<file path="config.mk">
export PLATFORM = sky130hd
export DESIGN_NAME = gtw_port
export DESIGN_NICKNAME = d
export VERILOG_FILES = /design/src/design/gtw_port.v /design/src/design/gtw_fifo.v
export VERILOG_INCLUDE_DIRS = /design/src /design/src/design
export SDC_FILE = /design/constraint.sdc
export NUM_CORES = 1
export LEC_CHECK = 0
export BUFFER_PORTS_ARGS = -buffer_cell sky130_fd_sc_hd__buf_4
export CELL_PAD_IN_SITES_DETAIL_PLACEMENT = 0
export CELL_PAD_IN_SITES_GLOBAL_PLACEMENT = 1
export CORE_UTILIZATION = 49
export DETAILED_ROUTE_END_ITERATION = 12
export MAX_ROUTING_LAYER = met4
export PLACE_DENSITY_LB_ADDON = 0.2
export SLEW_MARGIN = 20
export SYNTH_ARGS = -nofsm -noshare
export SYNTH_HDL_FRONTEND = slang
export SYNTH_HIERARCHICAL = 1
export SYNTH_SLANG_ARGS = --single-unit
</file>
<file path="constraint.sdc">
create_clock -name core_clk -period 2.59 [get_ports core_clk]
set_input_delay 0.259 -clock core_clk [delete_from_list [all_inputs] [get_ports core_clk]]
set_output_delay 0.259 -clock core_clk [all_outputs]
set_load 0.01 [all_outputs]
</file>
<file path="src/design/gtw_map.vh">
`ifndef GTW_MAP_VH
`define GTW_MAP_VH
`define GTW_ID_FIXED 3'h3
`define GTW_CFG_ADDR 8'h7d
`define GTW_CFG_ID_MSB 7
`define GTW_CFG_ID_LSB 4
`define GTW_CFG_RESET 8'h60
`define GTW_LAST_AUTO_WR 8'h4f
`define GTW_FUNCTION_COMMAND_BYTE_ADDR 8'hfe
`define GTW_PAST_TOP_DATA 8'hff
`define GTW_PTR_RESET 9'h000
`define GTW_FIFO_WIDTH 16
`define GTW_FIFO_DEPTH 32
`define GTW_FIFO_AW 5
`define GTW_BITS_PER_BYTE 4'h8
`define GTW_LAST_TX_BIT 4'h7
`endif

</file>
<file path="src/design/gtw_port.v">
// Operation
// any bus clock up to 400kHz works, no speed setting needed.
// address byte is 011, four identity bits, then direction bit.
// location 7Dh holds identity bits in upper nibble, default 0110.
// master may probe presence with start, address and direction only.
// every byte is acknowledged before the next byte proceeds; here a data byte that meets a full write buffer gets no ack.
// write sends address with direction 0, pointer byte, then data bytes.
// each data byte stored at pointer; pointer increments after last bit.
// master ends a write with stop or repeated start.
// write data discarded once auto-increment passes location 4Fh.
// writes to read-only, reserved, or auto-incremented FEh are discarded.
// partial or unacknowledged bytes are never committed.
// serial writes touch only the shadow copy, not nonvolatile storage.
// read is pointer write, repeated start, address with direction 1.
// read returns pointer byte MSB first, then pointer increments.
// reads past location FFh return FFh.
// reserved locations may read as anything.
// master acks bytes to continue, nacks the last, then device releases.
// acknowledge address only when all seven bits match own identity.
// multi-byte values are MSB first at the even address.
// ack holds data low through ninth pulse; nack leaves it high.
// data line driven only low, open drain, external pull-up.
// on address mismatch stay released and ignore until next start.
// pointer byte replaces pointer; kept across repeated start.
`timescale 1ns/1ps
`include "gtw_map.vh"
module gtw_port (
  input wire core_clk,
  input wire arst_n,
  input wire scl_in,
  input wire sda_in,
  output wire sda_out,
  output reg sda_oe,
  output reg [7:0] mem_rd_addr,
  input wire [7:0] mem_rd_data,
  output wire wr_valid,
  input wire wr_ready,
  output wire [7:0] wr_addr,
  output wire [7:0] wr_data,
  output wire [3:0] bus_identity_low_bits
);
  localparam [6:0] ST_IDLE = 7'h01;
  localparam [6:0] ST_ADDR = 7'h02;
  localparam [6:0] ST_ACK_A = 7'h04;
  localparam [6:0] ST_WR = 7'h08;
  localparam [6:0] ST_ACK_W = 7'h10;
  localparam [6:0] ST_RD = 7'h20;
  localparam [6:0] ST_ACK_M = 7'h40;

  reg scl_s1;
  reg scl_s2;
  reg scl_d;
  reg sda_s1;
  reg sda_s2;
  reg sda_d;
  reg [6:0] state;
  reg [3:0] bit_cnt;
  reg [7:0] shreg;
  reg [7:0] tx;
  reg rw;
  reg ptr_phase;
  reg first_data;
  reg [8:0] ptr;
  reg [7:0] bus_identity_config;
  reg push;
  reg [15:0] push_word;
  wire scl_rise;
  wire scl_fall;
  wire start_cond;
  wire stop_cond;
  wire [7:0] rd_byte;
  wire addr_match;
  wire wr_allowed;
  wire fifo_in_ready;

  // a third stage behind the two-flop synchronisers gives edges and start/stop
  assign scl_rise = scl_s2 & ~scl_d;
  assign scl_fall = ~scl_s2 & scl_d;
  assign start_cond = scl_s2 & scl_d & sda_d & ~sda_s2;
  assign stop_cond = scl_s2 & scl_d & ~sda_d & sda_s2;

  assign sda_out = 1'b0;
  assign bus_identity_low_bits = bus_identity_config[`GTW_CFG_ID_MSB:`GTW_CFG_ID_LSB];
  assign addr_match = (shreg[7:1] == {`GTW_ID_FIXED, bus_identity_low_bits});
  // reserved nibble of the identity location reads zero
  assign rd_byte = ptr[8] ? `GTW_PAST_TOP_DATA :
    (ptr[7:0] == `GTW_CFG_ADDR) ? {bus_identity_low_bits, 4'h0} : mem_rd_data;
  // beyond 4Fh only a byte aimed straight at a location by the pointer byte lands
  assign wr_allowed = ~ptr[8] & ((ptr[7:0] <= `GTW_LAST_AUTO_WR) | first_data);

  always @(posedge core_clk or negedge arst_n)
  begin
    if (!arst_n)
    begin
      scl_s1 <= 1'b1;
      scl_s2 <= 1'b1;
      scl_d <= 1'b1;
      sda_s1 <= 1'b1;
      sda_s2 <= 1'b1;
      sda_d <= 1'b1;
    end
    else
    begin
      scl_s1 <= scl_in;
      scl_s2 <= scl_s1;
      scl_d <= scl_s2;
      sda_s1 <= sda_in;
      sda_s2 <= sda_s1;
      sda_d <= sda_s2;
    end
  end

  always @(posedge core_clk or negedge arst_n)
  begin
    if (!arst_n)
    begin
      state <= ST_IDLE;
      bit_cnt <= 4'h0;
      shreg <= 8'h00;
      tx <= 8'hff;
      rw <= 1'b0;
      ptr_phase <= 1'b0;
      first_data <= 1'b0;
      ptr <= `GTW_PTR_RESET;
      bus_identity_config <= `GTW_CFG_RESET;
      sda_oe <= 1'b0;
      push <= 1'b0;
      push_word <= 16'h0000;
      mem_rd_addr <= 8'h00;
    end
    else
    begin
      push <= 1'b0;
      mem_rd_addr <= ptr[7:0];
      // sampling at the core clock holds for any scl up to 400kHz
      if (start_cond)
      begin
        state <= ST_ADDR;
        bit_cnt <= 4'h0;
        sda_oe <= 1'b0;
      end
      else if (stop_cond)
      begin
        state <= ST_IDLE;
        sda_oe <= 1'b0;
      end
      else
      begin
        case (state)
          ST_ADDR:
          begin
            if (scl_rise)
            begin
              shreg <= {shreg[6:0], sda_s2};
              bit_cnt <= bit_cnt + 4'h1;
            end
            else if (scl_fall && bit_cnt == `GTW_BITS_PER_BYTE)
            begin
              if (addr_match)
              begin
                sda_oe <= 1'b1;
                rw <= shreg[0];
                state <= ST_ACK_A;
              end
              else
              begin
                state <= ST_IDLE;
              end
            end
          end
          ST_ACK_A:
          begin
            if (scl_fall)
            begin
              bit_cnt <= 4'h0;
              if (rw)
              begin
                tx <= rd_byte;
                sda_oe <= ~rd_byte[7];
                state <= ST_RD;
              end
              else
              begin
                sda_oe <= 1'b0;
                ptr_phase <= 1'b1;
                state <= ST_WR;
              end
            end
          end
          ST_WR:
          begin
            if (scl_rise)
            begin
              shreg <= {shreg[6:0], sda_s2};
              bit_cnt <= bit_cnt + 4'h1;
            end
            else if (scl_fall && bit_cnt == `GTW_BITS_PER_BYTE)
            begin
              if (ptr_phase)
              begin
                ptr <= {1'b0, shreg};
                ptr_phase <= 1'b0;
                first_data <= 1'b1;
                sda_oe <= 1'b1;
                state <= ST_ACK_W;
              end
              else if (!fifo_in_ready)
              begin
                // full buffer: withhold the ack and drop the byte
                state <= ST_IDLE;
              end
              else
              begin
                if (wr_allowed && ptr[7:0] == `GTW_CFG_ADDR)
                begin
                  bus_identity_config <= {shreg[7:4], 4'h0};
                end
                else if (wr_allowed && ptr[7:0] != `GTW_FUNCTION_COMMAND_BYTE_ADDR)
                begin
                  push <= 1'b1;
                  push_word <= {ptr[7:0], shreg};
                end
                else if (wr_allowed)
                begin
                  push <= 1'b1;
                  push_word <= {ptr[7:0], shreg};
                end
                if (!ptr[8])
                begin
                  ptr <= ptr + 9'h001;
                end
                first_data <= 1'b0;
                sda_oe <= 1'b1;
                state <= ST_ACK_W;
              end
            end
          end
          ST_ACK_W:
          begin
            if (scl_fall)
            begin
              sda_oe <= 1'b0;
              bit_cnt <= 4'h0;
              state <= ST_WR;
            end
          end
          ST_RD:
          begin
            if (scl_fall)
            begin
              if (bit_cnt == `GTW_LAST_TX_BIT)
              begin
                sda_oe <= 1'b0;
                if (!ptr[8])
                begin
                  ptr <= ptr + 9'h001;
                end
                state <= ST_ACK_M;
              end
              else
              begin
                tx <= {tx[6:0], 1'b1};
                sda_oe <= ~tx[6];
                bit_cnt <= bit_cnt + 4'h1;
              end
            end
          end
          ST_ACK_M:
          begin
            if (scl_rise && sda_s2)
            begin
              state <= ST_IDLE;
            end
            else if (scl_fall)
            begin
              bit_cnt <= 4'h0;
              tx <= rd_byte;
              sda_oe <= ~rd_byte[7];
              state <= ST_RD;
            end
          end
          default:
          begin
            state <= ST_IDLE;
            sda_oe <= 1'b0;
          end
        endcase
      end
    end
  end

  gtw_fifo #(
    .WIDTH(`GTW_FIFO_WIDTH),
    .DEPTH(`GTW_FIFO_DEPTH),
    .AW(`GTW_FIFO_AW)
  ) u_fifo (
    .core_clk(core_clk),
    .arst_n(arst_n),
    .in_valid(push),
    .in_ready(fifo_in_ready),
    .in_data(push_word),
    .out_valid(wr_valid),
    .out_ready(wr_ready),
    .out_data({wr_addr, wr_data})
  );
endmodule // gtw_port

</file>
<file path="src/design/gtw_fifo.v">
`timescale 1ns/1ps
module gtw_fifo #(
  parameter WIDTH = 16,
  parameter DEPTH = 32,
  parameter AW = 5
) (
  input wire core_clk,
  input wire arst_n,
  input wire in_valid,
  output wire in_ready,
  input wire [WIDTH-1:0] in_data,
  output reg out_valid,
  input wire out_ready,
  output reg [WIDTH-1:0] out_data
);
  reg [WIDTH-1:0] mem [0:DEPTH-1];
  reg [AW:0] wr_ptr;
  reg [AW:0] rd_ptr;
  wire full;
  wire nonempty;
  wire push;
  wire pop;

  assign full = (wr_ptr[AW] != rd_ptr[AW]) && (wr_ptr[AW-1:0] == rd_ptr[AW-1:0]);
  assign nonempty = (wr_ptr != rd_ptr);
  assign in_ready = ~full;
  assign push = in_valid & ~full;
  // output stage refills whenever it is empty or being drained
  assign pop = nonempty & (~out_valid | out_ready);

  always @(posedge core_clk)
  begin
    if (push)
    begin
      mem[wr_ptr[AW-1:0]] <= in_data;
    end
  end

  always @(posedge core_clk or negedge arst_n)
  begin
    if (!arst_n)
    begin
      wr_ptr <= {(AW+1){1'b0}};
      rd_ptr <= {(AW+1){1'b0}};
      out_valid <= 1'b0;
      out_data <= {WIDTH{1'b0}};
    end
    else
    begin
      if (push)
      begin
        wr_ptr <= wr_ptr + 1'b1;
      end
      if (pop)
      begin
        rd_ptr <= rd_ptr + 1'b1;
        out_data <= mem[rd_ptr[AW-1:0]];
        out_valid <= 1'b1;
      end
      else if (out_ready)
      begin
        out_valid <= 1'b0;
      end
    end
  end
endmodule // gtw_fifo

</file>
==> impl_metrics.yaml, run 1 <==
outcome:
  status: "finished with violations"
  violations: "setup timing"
routing:
  routed_wl_mm: 59.6
  dr_wl_met3_mm: 3.30
  dr_wl_met2_mm: 27.9
  drc: 0
  drtIter0Drc: 1291
  via_count: 13700
  routed_via_density: 5.90
  wl_met1_mm: 26.7
  highest_layer: "met4"
  dr.pass1.iters: 5
  final_antenna_net_count: 0
  wl_per_cell_um: 25.6
yosys:
  synthArstFlopShare_pct: 16.7
  syn_inst: 1459
  ys_ff_latch: 615
  syn_nets: 1482
  post-synth-top-area-cell: "edfxtp_1"
  synth_edf_count: 512
  synth_top_flop_cell: "edfxtp_1"
  ys_warn_count: 6
  syn_area_um2: 25000
  yosysSeqAreaShare_pct: 71.9
  synthDistinctLibCells: 77
  synth.area.top_cells: "edfxtp_1, dfrtp_1, mux2_2, mux4_2, mux2i_1"
  avgSynthCellArea_um2: 17.1
  synth_top_area_share_pct: 61.5
setup_path:
  endpoint_kind: "register"
  path_max_fanout: 7
  ff2ff_path_depth: 8
  crit_required_ns: 3.08
  worst-r2r-setup-slack_ns: -0.08
  rr_endpoint: "push_word[2]"
  critPathKind: "register to register"
  arrival_ns: 3.16
  critPathLaunchType: "register"
  timing.rr.start: "u_fifo/rd_ptr[1]"
floorplan:
  coreArea_um2: 50300
  die_w_um: 228
  start_util_pct: 49.7
  num_rows: 82
  die_h_um: 228
  ios: 44
  dieArea_um2: 51900
cells_and_area:
  layout_common_cells: "edfxtp_1, buf_4, mux2_2"
  multiInputGateArea_um2: 6600
  utilization_pct: 57.3
  final_nets: 1621
  stdcell_area_um2: 28800
  fill_cells: 3904
  drive_above_1_share_pct: 27.0
  layout_commonest_cell: "edfxtp_1"
  area_delta_synth_final_pct: 15.2
  seqCellArea_um2: 18000
placement:
  port_buffers: 42
  place.gp.congestion: 0.843
  dpl_worst_slack_ns: -0.0946
  dpl-instance-area_um2: 26800
  hpwl_mm: 36.1
sta:
  max_freq_mhz: 374
  period_share_pct: 103
  fin_skew_ns: 0.0186
  slew_headroom_pct: 50.5
  rsz0062_at_grt: "true"
  setup_viol_count_final: 16
  slew_viol_final: 0
  worst_slack_ns: -0.0804
  tightest_slew_ns: 0.742
  finalHoldWorstSlack_ns: 0.0868
  finalHoldViolCount: 0
  finalCriticalPeriod_ns: 2.67
clocking:
  cts-buffers-inserted: 61
  cts_root_buffer: "clkbuf_16"
  clk_latency_ns: 0.62
  cts_tree: "done"
  clock-sinks: 615
  clkSlewWorstSetupHoldPaths_ns: 0.06
  h-tree-depth: 2
  cts_max_path_buffers: 3
worst_hold_path:
  min_to: "tx[3]"
  whs_path_depth: 4
  hold_path_startpoint: "mem_rd_data[3]"
  hold_path_class: "primary input to register"
power:
  power_density_nw_per_um2: 832
  total_power_mw: 24.0
  total_leakage_power_nw: 8.65
  ir_drop_mv: 0.549
global_routing:
  antenna_found_initial: 0
  grt_start_max_net_pins: 88
  grt_usage_pct: 23.6
  gr-total-overflow: 0
  grt_pass1_vias: 13600
  grt_pass1_wl_mm: 88.2
run:
  drv_cap: 0
[sequential cells by signal, summed over array words and instances, names as in the netlist]
| name | cells |
|---|---|
| ptr | 9 |
| u_fifo/mem | 512 |
| shreg | 8 |
| sda_d | 1 |
| scl_s1 | 1 |
| sda_s1 | 1 |
| u_fifo/wr_ptr | 6 |
| tx | 7 |
| bit_cnt | 4 |
| state | 7 |
| bus_identity_config | 4 |
| scl_d | 1 |
| mem_rd_addr | 8 |
| scl_s2 | 1 |
| push_word | 16 |
| u_fifo/rd_ptr | 6 |
| u_fifo/out_valid | 1 |
| first_data | 1 |
| push | 1 |
| rw | 1 |
| u_fifo/out_data | 16 |
| sda_oe | 1 |
| sda_s2 | 1 |
| ptr_phase | 1 |
[power breakdown]
| part | internal [mW] | switching [mW] |
|---|---|---|
| logic | 1.94 | 2.81 |
| registers | 10.8 | 0.237 |
| clock network | 4.60 | 3.61 |
| total | 17.3 | 6.66 |
[worst max-delay path by stage]
stage                          start            end  slack (ns)  cells past startpoint
finish              u_fifo/rd_ptr[1]   push_word[2]       -0.08                      8
global route        u_fifo/rd_ptr[0]   push_word[2]       -0.14                      8
CTS                 u_fifo/rd_ptr[1]   push_word[7]       -0.06                      8
detailed placement  u_fifo/rd_ptr[1]   push_word[0]       -0.09                      8
global placement    u_fifo/rd_ptr[1]   push_word[5]       -0.08                      8
floorplan           u_fifo/rd_ptr[2]  push_word[10]       -0.02                     10
[layout make-up]
cell class | count | share of cell area (%)
sequential | 615 | 62.4
multi-input combinational | 746 | 22.9
timing repair buffer | 157 | 5.13
antenna | 1 | 0.00869
clock buffer | 92 | 5.89
clock inverter | 23 | 0.486
tap | 672 | 2.92
inverter | 17 | 0.222
[critical path: stages, from the launching register on]
cell and delay (ns):
dfrtp_4 0.49, xnor2_2 0.15, and3_4 0.17, nand3_4 0.10
or4b_4 0.48, or4_4 0.52, nor2b_4 0.18, buf_6 0.17
mux2_4 0.30
[routing by layer]
metal  vias to the layer above  global-route usage, %
met3                        92                   3.43
met2                       406                   35.9
met1                      7133                   33.5
met4                         0                   6.61
met5                         -                      -
li1                       6080                      -
[cells in the mapped netlist (all sizes together), types with 8 or more instances]
master,count
edfxtp,512
mux2,132
dfrtp,87
mux2i,68
nor2,63
nand2,58
buf,57
o22ai,54
mux4,48
a21oi,42
o21ai,39
clkbuf,24
nor2b,24
a22o,19
xnor2,18
a211oi,17
a221o,17
a32o,16
dfstp,16
inv,16
o311ai,16
nand3,15
nor3,11
ha,10
nand3b,8
[what timing repair did]
item | 4_1_cts | 5_1_grt
setup endpoints to repair | 21 | 181
hold buffers | 4 | 0
cloned | 1 | 2
hold endpoints to repair | 19 | 0
gates resized for setup | 13 | 8
setup buffers | 2 | 2
[kinds of logic after synthesis]
kind of cell    after synthesis  share of synthesized area [%]
fa+ha+maj                    10                          0.501
other cells                   1                         0.0150
flops                       615                           71.9
simple gates                221                           4.47
compound gates              243                           6.86
buf+inv                      98                           2.13
xor+xnor                     23                          0.806
mux                         248                           13.3
[through the flow]
stage / setup TNS, ns / cells
after CTS: -0.738 / 2318
after floorplan: -0.197 / 1459
final: -0.933 / 2323
after global routing: -5.70 / 2322
after global placement: -0.840 / 2196
after detailed placement: -1.16 / 2196
Note: power is estimated with default switching activity, not from simulation.
==> run 2: changes to the inputs <==
- ABC_AREA: default -> 1
- CORE_UTILIZATION: 49 -> 45
==> run 2 against run 1 <==
The flow now finishes without violations. Cell count grew 56%. Via count grew 38%. Non-clock buffer count is the same. Routed wire length grew 23%. Fmax grew 11%. Global-route usage grew 1.8 points. Sequential share of layout area shrank 4.8 points. Critical path type unchanged.
==> impl_metrics.yaml, run 2 <==
floorplan:
  die_h_um: 247
  dieArea_um2: 60800
  coreArea_um2: 59000
  num_rows: 89
  start_util_pct: 45.6
  die_w_um: 247
  ios: 44
setup_path:
  critPathKind: "register to register"
  path_cells: "inv_8 > buf_12 > buf_4 > nand2_1 > nand2_1 > nand2_1 > nand3_1 > nand3_1 > nand2_1 > nand3_1 > nand2_1"
  timing.rr.start: "u_fifo/rd_ptr[0]"
  crit_required_ns: 3.13
  timing.critical_path.from: "u_fifo/rd_ptr[0]"
  max_stage_delay_ns: 0.54
  path_depth: 11
  crit_buf_inv: 3
  ff2ff_path_depth: 11
  crit_family: "simple AND/OR/NAND/NOR gates"
  path_max_fanout: 59
  crit_slowest_cell: "dfrtp_4"
  crit_top_cell: "nand2_1"
  endpoint_kind: "register"
  critPathLaunchType: "register"
  arrival_ns: 2.93
cells_and_area:
  largest_register_ff_count: 512
  layout_commonest_cell: "nand2_1"
  drive_above_1_share_pct: 12.0
  final_nets: 2825
  fill_cells: 5204
  stdcell_area_um2: 31200
  area_delta_synth_final_pct: 15.8
  stdcell_count: 3632
  n_antenna_cell: 0
  layout_common_cells: "nand2_1, edfxtp_1, inv_1"
sta:
  setup_viol_count_final: 0
  fin_skew_ns: 0.0171
  rsz0062_at_grt: "false"
  finalHoldViolCount: 0
  slew_viol_final: 0
  finalHoldWorstSlack_ns: 0.0267
  period_share_pct: 92.5
  finalCriticalPeriod_ns: 2.40
  tightest_slew_ns: 1.02
  slew_headroom_pct: 32.2
  max_freq_mhz: 417
power:
  p_clk_share_pct: 33.4
  ir_drop_mv: 0.625
  total_leakage_power_nw: 13.2
  switchingPower_mw: 10.4
  pwr-share-comb_pct: 29.3
  p_int_mw: 19.4
  power_density_nw_per_um2: 955
  p_sw_share_pct: 34.8
  total_power_mw: 29.8
  pwr-share-seq_pct: 37.3
yosys:
  syn_area_um2: 26900
  syn_nets: 2719
  synth_top_area_share_pct: 57.1
  synth_edf_count: 512
  synthDistinctLibCells: 43
  post-synth-top-area-cell: "edfxtp_1"
  synth_common_cells: "nand2_1, edfxtp_1, inv_1"
  yosysMostFrequentCell: "nand2_1"
  yosysSeqAreaShare_pct: 66.7
  syn_inst: 2696
  synth.area.top_cells: "edfxtp_1, nand2_1, dfrtp_1, nand3_1, inv_1"
  synthArstFlopShare_pct: 16.7
  avgSynthCellArea_um2: 9.99
  ys_warn_count: 6
  ys_ff_latch: 615
  synth_top_flop_cell: "edfxtp_1"
clocking:
  cts_tree: "done"
  clock-sinks: 615
  cts_max_path_buffers: 3
  cts-buffers-inserted: 70
  h-tree-depth: 3
  clkSlewWorstSetupHoldPaths_ns: 0.06
  clk_latency_ns: 0.61
  cts_root_buffer: "clkbuf_16"
placement:
  hpwl_mm: 46.6
  dpl-instance-area_um2: 28800
  place.gp.congestion: 0.863
  dp_cells: 3499
  port_buffers: 42
global_routing:
  grt_start_max_net_pins: 123
  grt_usage_pct: 25.4
  grt_pass1_wl_mm: 111
  antenna_found_initial: 1
  gr-total-overflow: 0
  grt_pass1_vias: 18200
run:
  drv_cap: 0
worst_hold_path:
  hold_path_class: "primary input to register"
  whs_path_depth: 5
  hold_path_startpoint: "mem_rd_data[1]"
routing:
  wl_per_cell_um: 20.1
  drc: 0
  via_count: 18900
  final_antenna_net_count: 0
  routed_wl_mm: 73.2
  drtIter0Drc: 1604
  routed_via_density: 5.19
  dr.pass1.iters: 5
outcome:
  status: "completed"
[run 2: cell count changes after synthesis, sizes merged, moves of 82 or more]
cell,change
o21ai,+82
mux2,-132
nand3,+248
nand2,+840
inv,+286
nor2,+157
[run 2: metal layers]
layer	track usage, %	vias to the layer above	share of wire (%)
li1	-	9032	-
met1	33.8	9192	44
met2	40.6	533	48
met3	3.26	100	5.7
met4	8.01	0	2.5
met5	-	-	0
[run 2: area by class of cell]
| type | instances | area (µm²) | area share [%] |
|---|---|---|---|
| inverter | 309 | 1170 | 3.75 |
| sequential | 615 | 18000 | 57.6 |
| multi-input combinational | 1649 | 7340 | 23.5 |
| clock inverter | 31 | 345 | 1.11 |
| timing repair buffer | 157 | 1410 | 4.53 |
| clock buffer | 98 | 1970 | 6.32 |
| tap | 773 | 967 | 3.10 |
[run 2: timing repair]
item,4_1_cts,5_1_grt
gates resized for setup,0,0
hold buffers,4,0
setup buffers,0,0
hold endpoints to repair,36,0
[run 2: worst paths after layout]
kind                                               end  slack (ns)
worst max-delay path                u_fifo/out_data[3]        0.19
worst min-delay path                             tx[1]        0.03
worst max register to register      u_fifo/out_data[3]        0.19
worst min register to register                  scl_s2        0.35
max in group asynchronous       bus_identity_config[5]        1.63
min in group asynchronous                 push_word[6]        0.18
[run 2: metrics by stage]
| stage | util (%) | setup TNS (ns) | setup slack (ns) |
|---|---|---|---|
| 2_1_floorplan | - | -34.32 | -0.199 |
| 3_3_place_gp | 48.9 | 0 | 0.260 |
| 3_5_place_dp | 48.9 | 0 | 0.260 |
| 4_1_cts | 52.8 | 0 | 0.237 |
| 5_1_grt | 52.8 | 0 | 0.0487 |
| 6_report | 52.8 | 0 | 0.194 |
[run 2: power groups by stage]
stage,combinational (mW),sequential (mW),clock (mW)
after CTS,8.75,11.1,10.1
after global routing,9.60,11.1,10.5
after floorplan,5.52,11.2,0
after global placement,8.69,11.3,0
after detailed placement,8.72,11.3,0
final,8.73,11.1,9.95
[run 2: cells by family after synthesis]
logic type | count (synthesis) | share of synthesized area (%)
xor+xnor | 18 | 0.585
buf+inv | 432 | 6.57
other cells | 1 | 0.0139
flops | 615 | 66.7
simple gates | 1436 | 22.0
fa+ha+maj | 10 | 0.465
compound gates | 184 | 3.61
[run 2: worst reg2reg max path, delay by kind of cell, from the launching register on]
kind	cells	cell delay, ns
flip-flops	1	0.54
AND/OR/NAND/NOR	8	0.95
buffers and inverters	3	0.84
